<file path="config.mk">
export PLATFORM = sky130hd
export DESIGN_NAME = reset_source_sequencer
export DESIGN_NICKNAME = d
export VERILOG_FILES = /design/src/core/rst_seq_pkg.sv /design/src/core/reset_source_sequencer.sv
export VERILOG_INCLUDE_DIRS = /design/src /design/src/core
export SDC_FILE = /design/constraint.sdc
export NUM_CORES = 1
export LEC_CHECK = 0
export BUFFER_PORTS_ARGS = -buffer_cell sky130_fd_sc_hd__buf_2
export CAP_MARGIN = 30
export CELL_PAD_IN_SITES_DETAIL_PLACEMENT = 2
export CELL_PAD_IN_SITES_GLOBAL_PLACEMENT = 2
export CORE_ASPECT_RATIO = 0.5
export CORE_MARGIN = 2
export CORE_UTILIZATION = 28
export DETAILED_ROUTE_END_ITERATION = 16
export GPL_TIMING_DRIVEN = 0
export PLACE_DENSITY = 0.78
export SETUP_SLACK_MARGIN = 0.1
export SLEW_MARGIN = 5
export SYNTH_ARGS = -nofsm -noshare
export SYNTH_HDL_FRONTEND = slang
export SYNTH_SLANG_ARGS = --single-unit
</file>
<file path="constraint.sdc">
create_clock -name clock -period 1.8 [get_ports clock]
set_clock_uncertainty 0.1 [all_clocks]
set_input_delay 0.27 -clock clock [delete_from_list [all_inputs] [get_ports clock]]
set_output_delay 0.27 -clock clock [all_outputs]
set_load 0.03 [all_outputs]
</file>
<file path="src/core/rst_seq_regs.svh">
`ifndef RST_SEQ_REGS_SVH
`define RST_SEQ_REGS_SVH
// register offset, byte address on the avalon bus
`define PSF_OFFSET        8'h86
`define PSF_ADDR          10'h218
// option register of our own
`define OPT_ADDR          10'h000
// field positions of program_status_flags
`define PSF_CAUSE_HI      7
`define PSF_CAUSE_LO      6
`define PSF_LVD_HIGH      5
`define PSF_LVD_MID       4
`define PSF_C             2
`define PSF_DC            1
`define PSF_Z             0
// reset cause encodings
`define CAUSE_WDT         2'h0
`define CAUSE_POR         2'h2
`define CAUSE_EXT         2'h3
// timing counts, 100 MHz system clock
`define CLK_PERIOD_NS     10
`define PWR_STABLE_NS     1000
`define PWR_STABLE_CYC    ((`PWR_STABLE_NS + `CLK_PERIOD_NS - 1) / `CLK_PERIOD_NS)
`define WARMUP_CYC_DEF    2048
`define INIT_CYC          4
// option reset values
`define OPT_RESET         8'h08
`endif

</file>
<file path="src/core/rst_seq_pkg.sv">
package rst_seq_pkg;
  // boot sequence, gray coded along the normal path
  typedef enum logic [2:0] {
    st_power  = 3'b000,
    st_pin    = 3'b001,
    st_init   = 3'b011,
    st_warmup = 3'b010,
    st_run    = 3'b110
  } boot_state_t;

  typedef enum logic [1:0] {
    lvd_low  = 2'h0,
    lvd_mid  = 2'h1,
    lvd_high = 2'h2
  } lvd_level_t;

  // fixed-at-programming options
  typedef struct packed {
    logic       reset_pin_en;     // 1: external reset, 0: general input
    logic       security_en;
    logic       noise_filter_en;
    lvd_level_t lvd_level;
    logic [2:0] fcpu_sel;         // 0:/1 1:/2 2:/4 3:/8 4:/16
  } options_t;

  // avalon-mm slave request and answer
  typedef struct packed {
    logic [9:0]  address;
    logic        read;
    logic        write;
    logic [31:0] writedata;
  } avm_req_t;

  typedef struct packed {
    logic [31:0] readdata;
    logic        waitrequest;
  } avm_rsp_t;

  // analog sensors, raw; the core syncs them through two flops (sup_s1, sup_s2)
  typedef struct packed {
    logic supply_up;
    logic below_2v0;
    logic below_2v4;
    logic below_3v6;
  } supply_t;
endpackage : rst_seq_pkg

</file>
<file path="src/core/reset_source_sequencer.sv">
// The implementer's own choice: the Avalon-MM register port.
`timescale 1ns/10ps
`include "rst_seq_regs.svh"
module reset_source_sequencer
  import rst_seq_pkg::*;
#(
  parameter int unsigned WARMUP_CYC = `WARMUP_CYC_DEF
) (
  input  wire logic        clock,
  input  wire logic        rst,
  input  wire avm_req_t    avm_req,
  output avm_rsp_t         avm_rsp,
  input  wire logic        reset_pin,
  input  wire supply_t     supply_raw,
  input  wire logic        wdt_overflow,
  input  wire logic        rom_dump_req,
  output logic             sys_reset,
  output logic             core_run,
  output logic [9:0]       pc_start,
  output logic             shared_input_pin_option,
  output logic             rom_dump_allow,
  output logic [2:0]       fcpu_div_sel
);

  typedef struct packed {
    logic [1:0]  pin_sync;
    logic        pin_prev;
    supply_t     sup_s1;
    supply_t     sup_s2;
    boot_state_t state;
    logic [15:0] count;
    logic [1:0]  cause;
    logic        lvd_high_ind;
    logic        lvd_mid_ind;
    logic [2:0]  alu_flags;
    options_t    opt;
    logic        opt_locked;
    avm_rsp_t    rsp;
    logic        rsp_pending;
    logic        sys_reset;
    logic        core_run;
    logic        pin_input;
    logic        dump_allow;
    logic [2:0]  div_sel;
  } state_t;

  state_t cur_r;
  state_t cur_nxt;

  localparam logic [15:0] PWR_CNT  = 16'(`PWR_STABLE_CYC);
  localparam logic [15:0] INIT_CNT = 16'(`INIT_CYC);
  localparam logic [15:0] WARM_CNT = 16'(WARMUP_CYC);

  // reset-state value; options register starts at plain defaults
  function automatic state_t reset_value();
    state_t v;
    v             = '0;
    v.pin_sync    = 2'h3;
    v.pin_prev    = 1'b1;
    v.state       = st_power;
    v.cause       = `CAUSE_POR;
    v.opt         = options_t'(`OPT_RESET);
    v.rsp.waitrequest = 1'b1;
    v.sys_reset   = 1'b1;
    return v;
  endfunction : reset_value

  logic pin_fall;
  logic bo_trip;
  logic pin_low;
  logic src_reset;
  logic psf_hit;
  logic opt_hit;
  logic [7:0] psf_val;

  always_comb begin
    pin_low  = cur_r.opt.reset_pin_en && !cur_r.pin_sync[1];
    pin_fall = cur_r.opt.reset_pin_en && cur_r.pin_prev && !cur_r.pin_sync[1];
    // brown-out threshold follows the detector option
    bo_trip  = (cur_r.opt.lvd_level == lvd_high) ? cur_r.sup_s2.below_2v4
                                                 : cur_r.sup_s2.below_2v0;
    src_reset = pin_fall || bo_trip || wdt_overflow || !cur_r.sup_s2.supply_up;
    psf_hit  = (avm_req.address == `PSF_ADDR);
    opt_hit  = (avm_req.address == `OPT_ADDR);
    psf_val  = {cur_r.cause, cur_r.lvd_high_ind, cur_r.lvd_mid_ind, 1'b0, cur_r.alu_flags};
  end

  // one process computes the whole next state
  always_comb begin
    cur_nxt = cur_r;
    // pin goes through two flops, only the second is looked at
    cur_nxt.pin_sync = {cur_r.pin_sync[0], reset_pin};
    cur_nxt.pin_prev = cur_r.pin_sync[1];
    cur_nxt.sup_s1   = supply_raw;
    cur_nxt.sup_s2   = cur_r.sup_s1;
    cur_nxt.count    = (cur_r.count == 16'hffff) ? cur_r.count : cur_r.count + 16'h1;

    // indicators only exist at the higher detector options
    cur_nxt.lvd_mid_ind  = (cur_r.opt.lvd_level != lvd_low) && cur_r.sup_s2.below_2v4;
    cur_nxt.lvd_high_ind = (cur_r.opt.lvd_level == lvd_high) && cur_r.sup_s2.below_3v6;

    // boot sequence
    case (cur_r.state)
      st_power: begin
        // wait until supply has been steady long enough
        if (!cur_r.sup_s2.supply_up) begin
          cur_nxt.count = '0;
        end else if (cur_r.count >= PWR_CNT) begin
          cur_nxt.state = st_pin;
          cur_nxt.count = '0;
        end
      end
      st_pin: begin
        if (!pin_low) begin
          cur_nxt.state = st_init;
          cur_nxt.count = '0;
        end
      end
      st_init: begin
        if (cur_r.count >= INIT_CNT) begin
          cur_nxt.state = st_warmup;
          cur_nxt.count = '0;
        end
      end
      st_warmup: begin
        if (cur_r.count >= WARM_CNT) begin
          cur_nxt.state = st_run;
        end
      end
      st_run: begin
        cur_nxt.state = st_run;
      end
      default: begin
        cur_nxt.state = st_power;
      end
    endcase

    // any source restarts the sequence; later lines decide the cause
    if (src_reset) begin
      cur_nxt.count     = '0;
      cur_nxt.alu_flags = '0;
      cur_nxt.state     = cur_r.sup_s2.supply_up ? st_pin : st_power;
      if (wdt_overflow) cur_nxt.cause = `CAUSE_WDT;
      if (pin_fall) cur_nxt.cause = `CAUSE_EXT;
      if (bo_trip || !cur_r.sup_s2.supply_up) begin
        cur_nxt.cause        = `CAUSE_POR;
        cur_nxt.lvd_mid_ind  = 1'b0;
        cur_nxt.lvd_high_ind = 1'b0;
      end
    end else if (cur_r.state == st_pin && pin_low) begin
      cur_nxt.cause = `CAUSE_EXT;
    end

    // avalon slave: one wait cycle, then answer
    cur_nxt.rsp.waitrequest = 1'b1;
    cur_nxt.rsp_pending     = 1'b0;
    if ((avm_req.read || avm_req.write) && !cur_r.rsp_pending) begin
      cur_nxt.rsp_pending     = 1'b1;
      cur_nxt.rsp.waitrequest = 1'b0;
      cur_nxt.rsp.readdata    = '0;
      if (avm_req.read && psf_hit) cur_nxt.rsp.readdata = {24'h0, psf_val};
      if (avm_req.read && opt_hit) cur_nxt.rsp.readdata = {23'h0, cur_r.opt_locked, cur_r.opt};
      if (avm_req.write && psf_hit && !src_reset) begin
        // lvd bits are sensor driven and ignore writes
        cur_nxt.cause     = avm_req.writedata[`PSF_CAUSE_HI:`PSF_CAUSE_LO];
        cur_nxt.alu_flags = avm_req.writedata[`PSF_C:`PSF_Z];
      end
      // options stay writable until a write sets bit 8, then frozen like fuses
      if (avm_req.write && opt_hit && !cur_r.opt_locked) begin
        cur_nxt.opt        = options_t'(avm_req.writedata[7:0]);
        cur_nxt.opt_locked = avm_req.writedata[8];
      end
    end

    // outputs
    cur_nxt.core_run   = (cur_nxt.state == st_run);
    cur_nxt.sys_reset  = !cur_nxt.core_run;
    cur_nxt.pin_input  = !cur_r.opt.reset_pin_en && cur_r.pin_sync[1];
    cur_nxt.dump_allow = rom_dump_req && !cur_r.opt.security_en;
    // clamp to divide by 4 while filtering noise
    if (cur_r.opt.noise_filter_en && cur_r.opt.fcpu_sel < 3'd2) begin
      cur_nxt.div_sel = 3'd2;
    end else if (cur_r.opt.fcpu_sel > 3'd4) begin
      cur_nxt.div_sel = 3'd4;
    end else begin
      cur_nxt.div_sel = cur_r.opt.fcpu_sel;
    end
  end

  // single state register
  always_ff @(posedge clock or posedge rst) begin
    if (rst) begin
      cur_r <= reset_value();
    end else begin
      cur_r <= cur_nxt;
    end
  end

  assign avm_rsp                 = cur_r.rsp;
  assign sys_reset               = cur_r.sys_reset;
  assign core_run                = cur_r.core_run;
  assign pc_start                = 10'h000;      // fetch always restarts at zero
  assign shared_input_pin_option = cur_r.pin_input;
  assign rom_dump_allow          = cur_r.dump_allow;
  assign fcpu_div_sel            = cur_r.div_sel;

endmodule : reset_source_sequencer

</file>
==> impl_metrics.tcl, run 1 <==
set metrics [dict create \
    antennaDiodeCount 0 \
    setup_viol 25 \
    cts_sinks 64 \
    ys_warn_count 0 \
    ys.flop_type "dfrtp_1" \
    timing.final.ws_setup_ns -0.395 \
    synth-compound-area-share 0.101 \
    wl_mm 9.79 \
    synthAdderAreaFrac 0.00799 \
    synth_cells 295 \
    core_um2 10900 \
    start_kind "flip-flop" \
    final_cells 559 \
    cp.arrival_ns 2.30 \
    ys_types 49 \
    timing.slew.headroom 0.523 \
    start_util 0.286 \
    setup_tns_ns -5.84 \
    grt_start_max_net_pins 35 \
    numCtsBuffers 9 \
    die_h_um 78.8 \
    seq_area_frac_synth 0.514 \
    insertion_delay_ns 0.33 \
    tightest_slew_ns 0.713 \
    max_cap_violations 0 \
    drive_gt1_frac 0.459 \
    cts_root_buffer "clkbuf_16" \
    synth_edf_count 0 \
    synth_top_family_by_area "simple AND/OR/NAND/NOR gates" \
    cts_tree "yes" \
    setup.worst_path.end_class "flip-flop" \
    drtPass1Iterations 4 \
    synth_mux_area_frac 0.0515 \
    detail_route.vias_per_cell 4.59 \
    synthSimpleGateAreaFrac 0.183 \
    grt_pass1_wl_mm 14.4 \
    crit_required_ns 1.90 \
    io_pins 103 \
    dp_cells 519 \
    port_buffers 46 \
    hold_violations 0 \
    syn_area_um2 3130 \
    cts_buffer_depth 2 \
    fmax_mhz 456 \
    period_share 1.22 \
    remaining_drc_errors 0 \
    antenna_left 0 \
    slew_violations 0 \
    rsz0062_at_grt "yes" \
    synthArstFlopShare 1.00 \
    outcome "finished with violations" \
    worstHoldPathType "input port to flip-flop" \
    antenna_found_initial 0 \
    syn2layout_area_growth_pct 42.3 \
    min_period_ns 2.19 \
    yosys_register_bits 64 \
    drtIter0Drc 82 \
    fp.dieArea_um2 12100 \
    ir_drop_uv 535 \
    grt_use_total 0.150 \
    syn_area_per_cell_um2 10.6 \
    fill_cells 1173 \
    dieWidth_um 154 \
    layout.nets 464 \
    avgRoutedWirePerCell_um 17.5 \
    dp_hpwl_mm 5.46 \
    synth-xor-area-share 0.0112 \
    violations "setup timing" \
    path_class "flip-flop to flip-flop" \
    p_leak_nw 2.09 \
    htreeDepth 3 \
    cp_max_fo 7 \
    num_vias 2566 \
    power_density_nw_per_um2 805 \
    rows 27 \
    worst_hold_slack_ns 0.0571 \
    gp_congestion 0.741 \
    gr-total-overflow 0 \
    path_clk_slew_ns 0.05 \
    grt_pass1_vias 2773 \
]
layout make-up:
type / count / area (um2) / share of cell area
clock buffer: 11 / 243 / 0.0545
tap: 145 / 181 / 0.0407
multi-input combinational: 205 / 1460 / 0.328
sequential: 64 / 1610 / 0.362
buffer: 51 / 389 / 0.0873
timing repair buffer: 71 / 479 / 0.108
inverter: 7 / 30.0 / 0.00674
clock inverter: 5 / 56.3 / 0.0126
critical path, stage by stage (launching register included):
cell	delay, ns
dfrtp_1	0.48
nand2_1	0.25
nor3_2	0.56
nand4_1	0.21
mux2i_1	0.38
nor2_4	0.08
cell usage in the layout (no fill, tap or decap), drive strengths merged, types with 3 or more instances in the layout:
| cell type | n |
|---|---|
| clkinv | 3 |
| clkbuf | 14 |
| nor3b | 3 |
| and3 | 4 |
| buf | 113 |
| a31oi | 7 |
| dfrtp | 57 |
| dfstp | 7 |
| nand2b | 3 |
| mux2i | 6 |
| nor2b | 6 |
| nand3b | 3 |
| and4 | 5 |
| nand3 | 8 |
| nand2 | 26 |
| nand4 | 3 |
| nor3 | 12 |
| a211oi | 4 |
| o21ai | 10 |
| a21oi | 5 |
| inv | 6 |
| mux2 | 9 |
| a22oi | 7 |
| nor2 | 26 |
| conb | 33 |
| dlygate4sd3 | 6 |
per-stage QoR:
stage,setup WS (ns),instance area (um2),power [mW],utilization
2_1_floorplan,-0.155,3260,1.74,-
3_3_place_gp,-0.569,3670,1.80,0.336
3_5_place_dp,-0.563,3690,1.81,0.338
4_1_cts,-0.324,4180,3.59,0.382
5_1_grt,-0.512,4460,3.72,0.407
6_report,-0.395,4460,3.59,0.407
cell usage after synthesis, types with 3 or more instances:
cell	n	area share
nand3_1	8	0.013
and4_1	4	0.011
nor3b_1	3	0.0072
dfstp_2	7	0.059
a21oi_1	5	0.0080
inv_1	7	0.0084
nand4_1	3	0.0060
a22oi_1	7	0.017
nor2_1	26	0.031
o21ai_0	10	0.016
nand3b_1	3	0.0072
dfrtp_1	57	0.46
nor2b_1	6	0.012
nand2_1	26	0.031
nor3_1	11	0.018
buf_4	46	0.11
mux2i_1	6	0.019
nand2b_1	3	0.0060
a31oi_1	7	0.014
mux2_2	9	0.032
cells by family (layout without fill, tap and decap cells):
family	after synthesis	in the layout
simple gates	107	107
compound gates	44	44
buf+inv	58	145
fa+ha+maj	2	2
xor+xnor	4	4
mux	15	15
flops	64	64
other cells	1	33
final timing paths:
path                                        from                     to  slack, ns  depth (start not counted)
min reg2reg                cur_nxt[79]$_DFF_PP0_    cur_r[79]$_DFF_PP0_       0.25                          0
min in group asynchronous                    rst    cur_r[70]$_DFF_PP0_       0.51                          3
max in group asynchronous                    rst  cur_r[45]$_DFFE_PP1P_       0.43                          4
max reg2reg                  cur_r[62]$_DFF_PP0_    cur_r[72]$_DFF_PP0_      -0.39                          5
min                                 wdt_overflow    cur_r[56]$_DFF_PP1_       0.06                          2
max                          cur_r[62]$_DFF_PP0_    cur_r[72]$_DFF_PP0_      -0.39                          5
report_power, final:
part / internal, mW / switching (mW)
Combinational: 0.130 / 0.216
Sequential: 1.47 / 0.0210
Clock: 1.11 / 0.641
layer usage:
| layer | routed length [um] | up-vias | GRT usage |
|---|---|---|---|
| met5 | 0 | - | 0 |
| met4 | 106 | 0 | 0.0312 |
| met3 | 456 | 13 | 0.0437 |
| met2 | 5230 | 75 | 0.279 |
| met1 | 4000 | 1293 | 0.172 |
| li1 | - | 1185 | - |
timing repair:
action,in CTS,in global routing
resized for setup,14,47
pin swaps,5,13
hold endpoints to repair,32,0
endpoints found under the setup margin,18,41
hold buffers,6,0
gates cloned,0,1
setup buffers,8,10
flip-flops by register name (all words and copies together), names as in the netlist:
name / cells
cur_nxt: 6
core_run: 1
shared_input_pin_option: 1
cur_r: 41
rom_dump_allow: 1
avm_rsp: 10
sys_reset: 1
fcpu_div_sel: 3
No activity file was read; power rests on OpenSTA's default activity.
==> run 2, diff against run 1 <==
--- a/config.mk
+++ b/config.mk
@@ -8,5 +8,4 @@
 export LEC_CHECK = 0
 export BUFFER_PORTS_ARGS = -buffer_cell sky130_fd_sc_hd__buf_2
-export CAP_MARGIN = 30
 export CELL_PAD_IN_SITES_DETAIL_PLACEMENT = 2
 export CELL_PAD_IN_SITES_GLOBAL_PLACEMENT = 2
==> constraint.sdc (replaced) <==
create_clock -name clock -period 1.8 [get_ports clock]
set_clock_uncertainty 0.1 [all_clocks]
set_input_delay 0.09 -clock clock [delete_from_list [all_inputs] [get_ports clock]]
set_output_delay 0.09 -clock clock [all_outputs]
set_load 0.03 [all_outputs]
==> run 2 against run 1 <==
  * The flow still finishes with violations (setup timing)
  * Sequential cell count unchanged
  * Sequential power about the same
  * Via count grew 6.0%
  * Highest routed layer unchanged
  * Clock power about the same
  * Count of clock-buffer cells in the layout increased by 1
  * Critical endpoint is now cur_r[64]$_DFF_PP0_
  * Hold slack improved by 0.13 ns
  * Largest cell class unchanged
  * Maximum frequency down 3.7%
  * Non-clock buffer count rose by 10
  * First-iteration DRC count rose by 26%
  * Register-to-register slack worse by 0.08 ns
  * Final cell count is 1.8% higher
==> impl_metrics.tcl, run 2 (synthesized netlist as in run 1, its figures left out) <==
set metrics [dict create \
    outcome "finished with violations" \
    violations "setup timing" \
    largest_reg_flops 41 \
    drtIter0Drc 103 \
    port_buffers 46 \
    core_um2 10900 \
    grt_pass1_wl_mm 16.6 \
    critPathLaunch "cur_r[57]$_DFF_PP0_" \
    hold_violations 0 \
    final_util 0.417 \
    mostFrequentLayoutCell "buf_4" \
    rsz0062_at_grt "yes" \
    ir_drop_uv 367 \
    power_density_nw_per_um2 801 \
    tightest_slew_ns 0.753 \
    die_h_um 78.8 \
    start_kind "flip-flop" \
    min_period_ns 2.28 \
    cts_buffer_depth 2 \
    slew_violations 0 \
    antennaDiodeCount 0 \
    top_register "cur_r" \
    fp.dieArea_um2 12100 \
    timing.rr.start "cur_r[57]$_DFF_PP0_" \
    layout.nets 474 \
    worstSetupEndpoint "cur_r[64]$_DFF_PP0_" \
    reg2reg_setup_slack_ns -0.48 \
    drtPass1Iterations 4 \
    place_ws_ns -0.508 \
    syn2layout_area_growth_pct 45.6 \
    period_share 1.27 \
    insertion_delay_ns 0.34 \
    detail_route.vias_per_cell 4.78 \
    cts_tree "yes" \
    grt_start_max_net_pins 34 \
    setup_viol 21 \
    remaining_drc_errors 0 \
    dieWidth_um 154 \
    cp.arrival_ns 2.43 \
    setup_tns_ns -6.46 \
    worstHoldPathType "input port to flip-flop" \
    antenna_left 0 \
    path_class "flip-flop to flip-flop" \
    reg2reg_to "cur_r[64]$_DFF_PP0_" \
    max_cap_violations 0 \
    cts_sinks 64 \
    avgRoutedWirePerCell_um 21.4 \
    timing.final.ws_setup_ns -0.479 \
    htreeDepth 3 \
    finalPower_mw 3.66 \
    wl_mm 12.2 \
    path_clk_slew_ns 0.06 \
    grt_pass1_vias 2959 \
    antenna_found_initial 0 \
    timing.slew.headroom 0.497 \
    num_vias 2720 \
    rows 27 \
    rr_worst_depth 6 \
    drive_gt1_frac 0.448 \
    gp_congestion 0.713 \
    start_util 0.286 \
    fmax_mhz 439 \
    cp_max_fo 5 \
    numCtsBuffers 9 \
    io_pins 103 \
    p_leak_nw 2.14 \
    crit_required_ns 1.95 \
    setup.worst_path.end_class "flip-flop" \
    grt_use_total 0.178 \
    cts_root_buffer "clkbuf_16" \
    final_cell_mix "buf_4, dfrtp_1, buf_2" \
    dp_hpwl_mm 5.74 \
    gr-total-overflow 0 \
]
## run 2: cell types whose count changed in the layout (fill, tap and decap cells not counted), sizes merged
cell	delta
clkinvlp	-1
dlygate4sd3	+11
## run 2: worst max-delay path: stages, from the launching register on
cell and delay [ns]:
dfrtp_1 0.43, ha_2 0.25, nand4_1 0.31, nor4b_4 0.42
nand2_1 0.20, and3_2 0.28, nor3_4 0.19
## run 2: metal layers
metal	share of wire	track usage
met2	0.51	0.335
met1	0.40	0.201
met3	0.053	0.0459
met5	0	0
met4	0.032	0.0550
## run 2: worst min-delay path by stage
stage | startpoint | endpoint | slack, ns | depth (start not counted)
global placement | supply_raw[2] | cur_nxt[78]$_DFF_PP0_ | 0.1 | 1
global route | avm_req[33] | cur_r[7]$_DFF_PP0_ | 0.22 | 3
detailed placement | supply_raw[2] | cur_nxt[78]$_DFF_PP0_ | 0.1 | 1
CTS | avm_req[33] | cur_r[7]$_DFF_PP0_ | 0.15 | 3
floorplan | reset_pin | cur_nxt[86]$_DFF_PP1_ | -0.006 | 0
finish | avm_req[33] | cur_r[7]$_DFF_PP0_ | 0.19 | 3
## run 2: final cells by class
| cell class | instances | area [um2] |
|---|---|---|
| fill | 1126 | 6380 |
| inverter | 7 | 30.0 |
| clock buffer | 12 | 246 |
| timing repair buffer | 81 | 592 |
| clock inverter | 4 | 45.0 |
| multi-input combinational | 205 | 1470 |
| sequential | 64 | 1620 |
| buffer | 51 | 387 |
| tap | 145 | 181 |
## run 2: what timing repair did
| item | 4_1_cts | 5_1_grt |
|---|---|---|
| pin swaps | 7 | 10 |
| hold buffers | 17 | 0 |
| endpoints found under the setup margin | 26 | 38 |
| buffers inserted | 10 | 8 |
| endpoints found under the hold margin | 48 | 0 |
| resized for setup | 30 | 35 |
| cloned | 1 | 0 |
## run 2: report_power, final
part	total [mW]	leakage, nW	switching [mW]	internal (mW)
combinational	0.377	1.16	0.230	0.147
sequential	1.50	0.835	0.0230	1.47
clock	1.78	0.146	0.680	1.10
## run 2: through the flow
stage | hold WS [ns] | instance area, um2 | instances
floorplan | -0.00552 | 3260 | 327
global placement | 0.0997 | 3670 | 518
detailed placement | 0.0996 | 3690 | 519
CTS | 0.145 | 4380 | 563
global route | 0.216 | 4560 | 569
finish | 0.190 | 4560 | 569
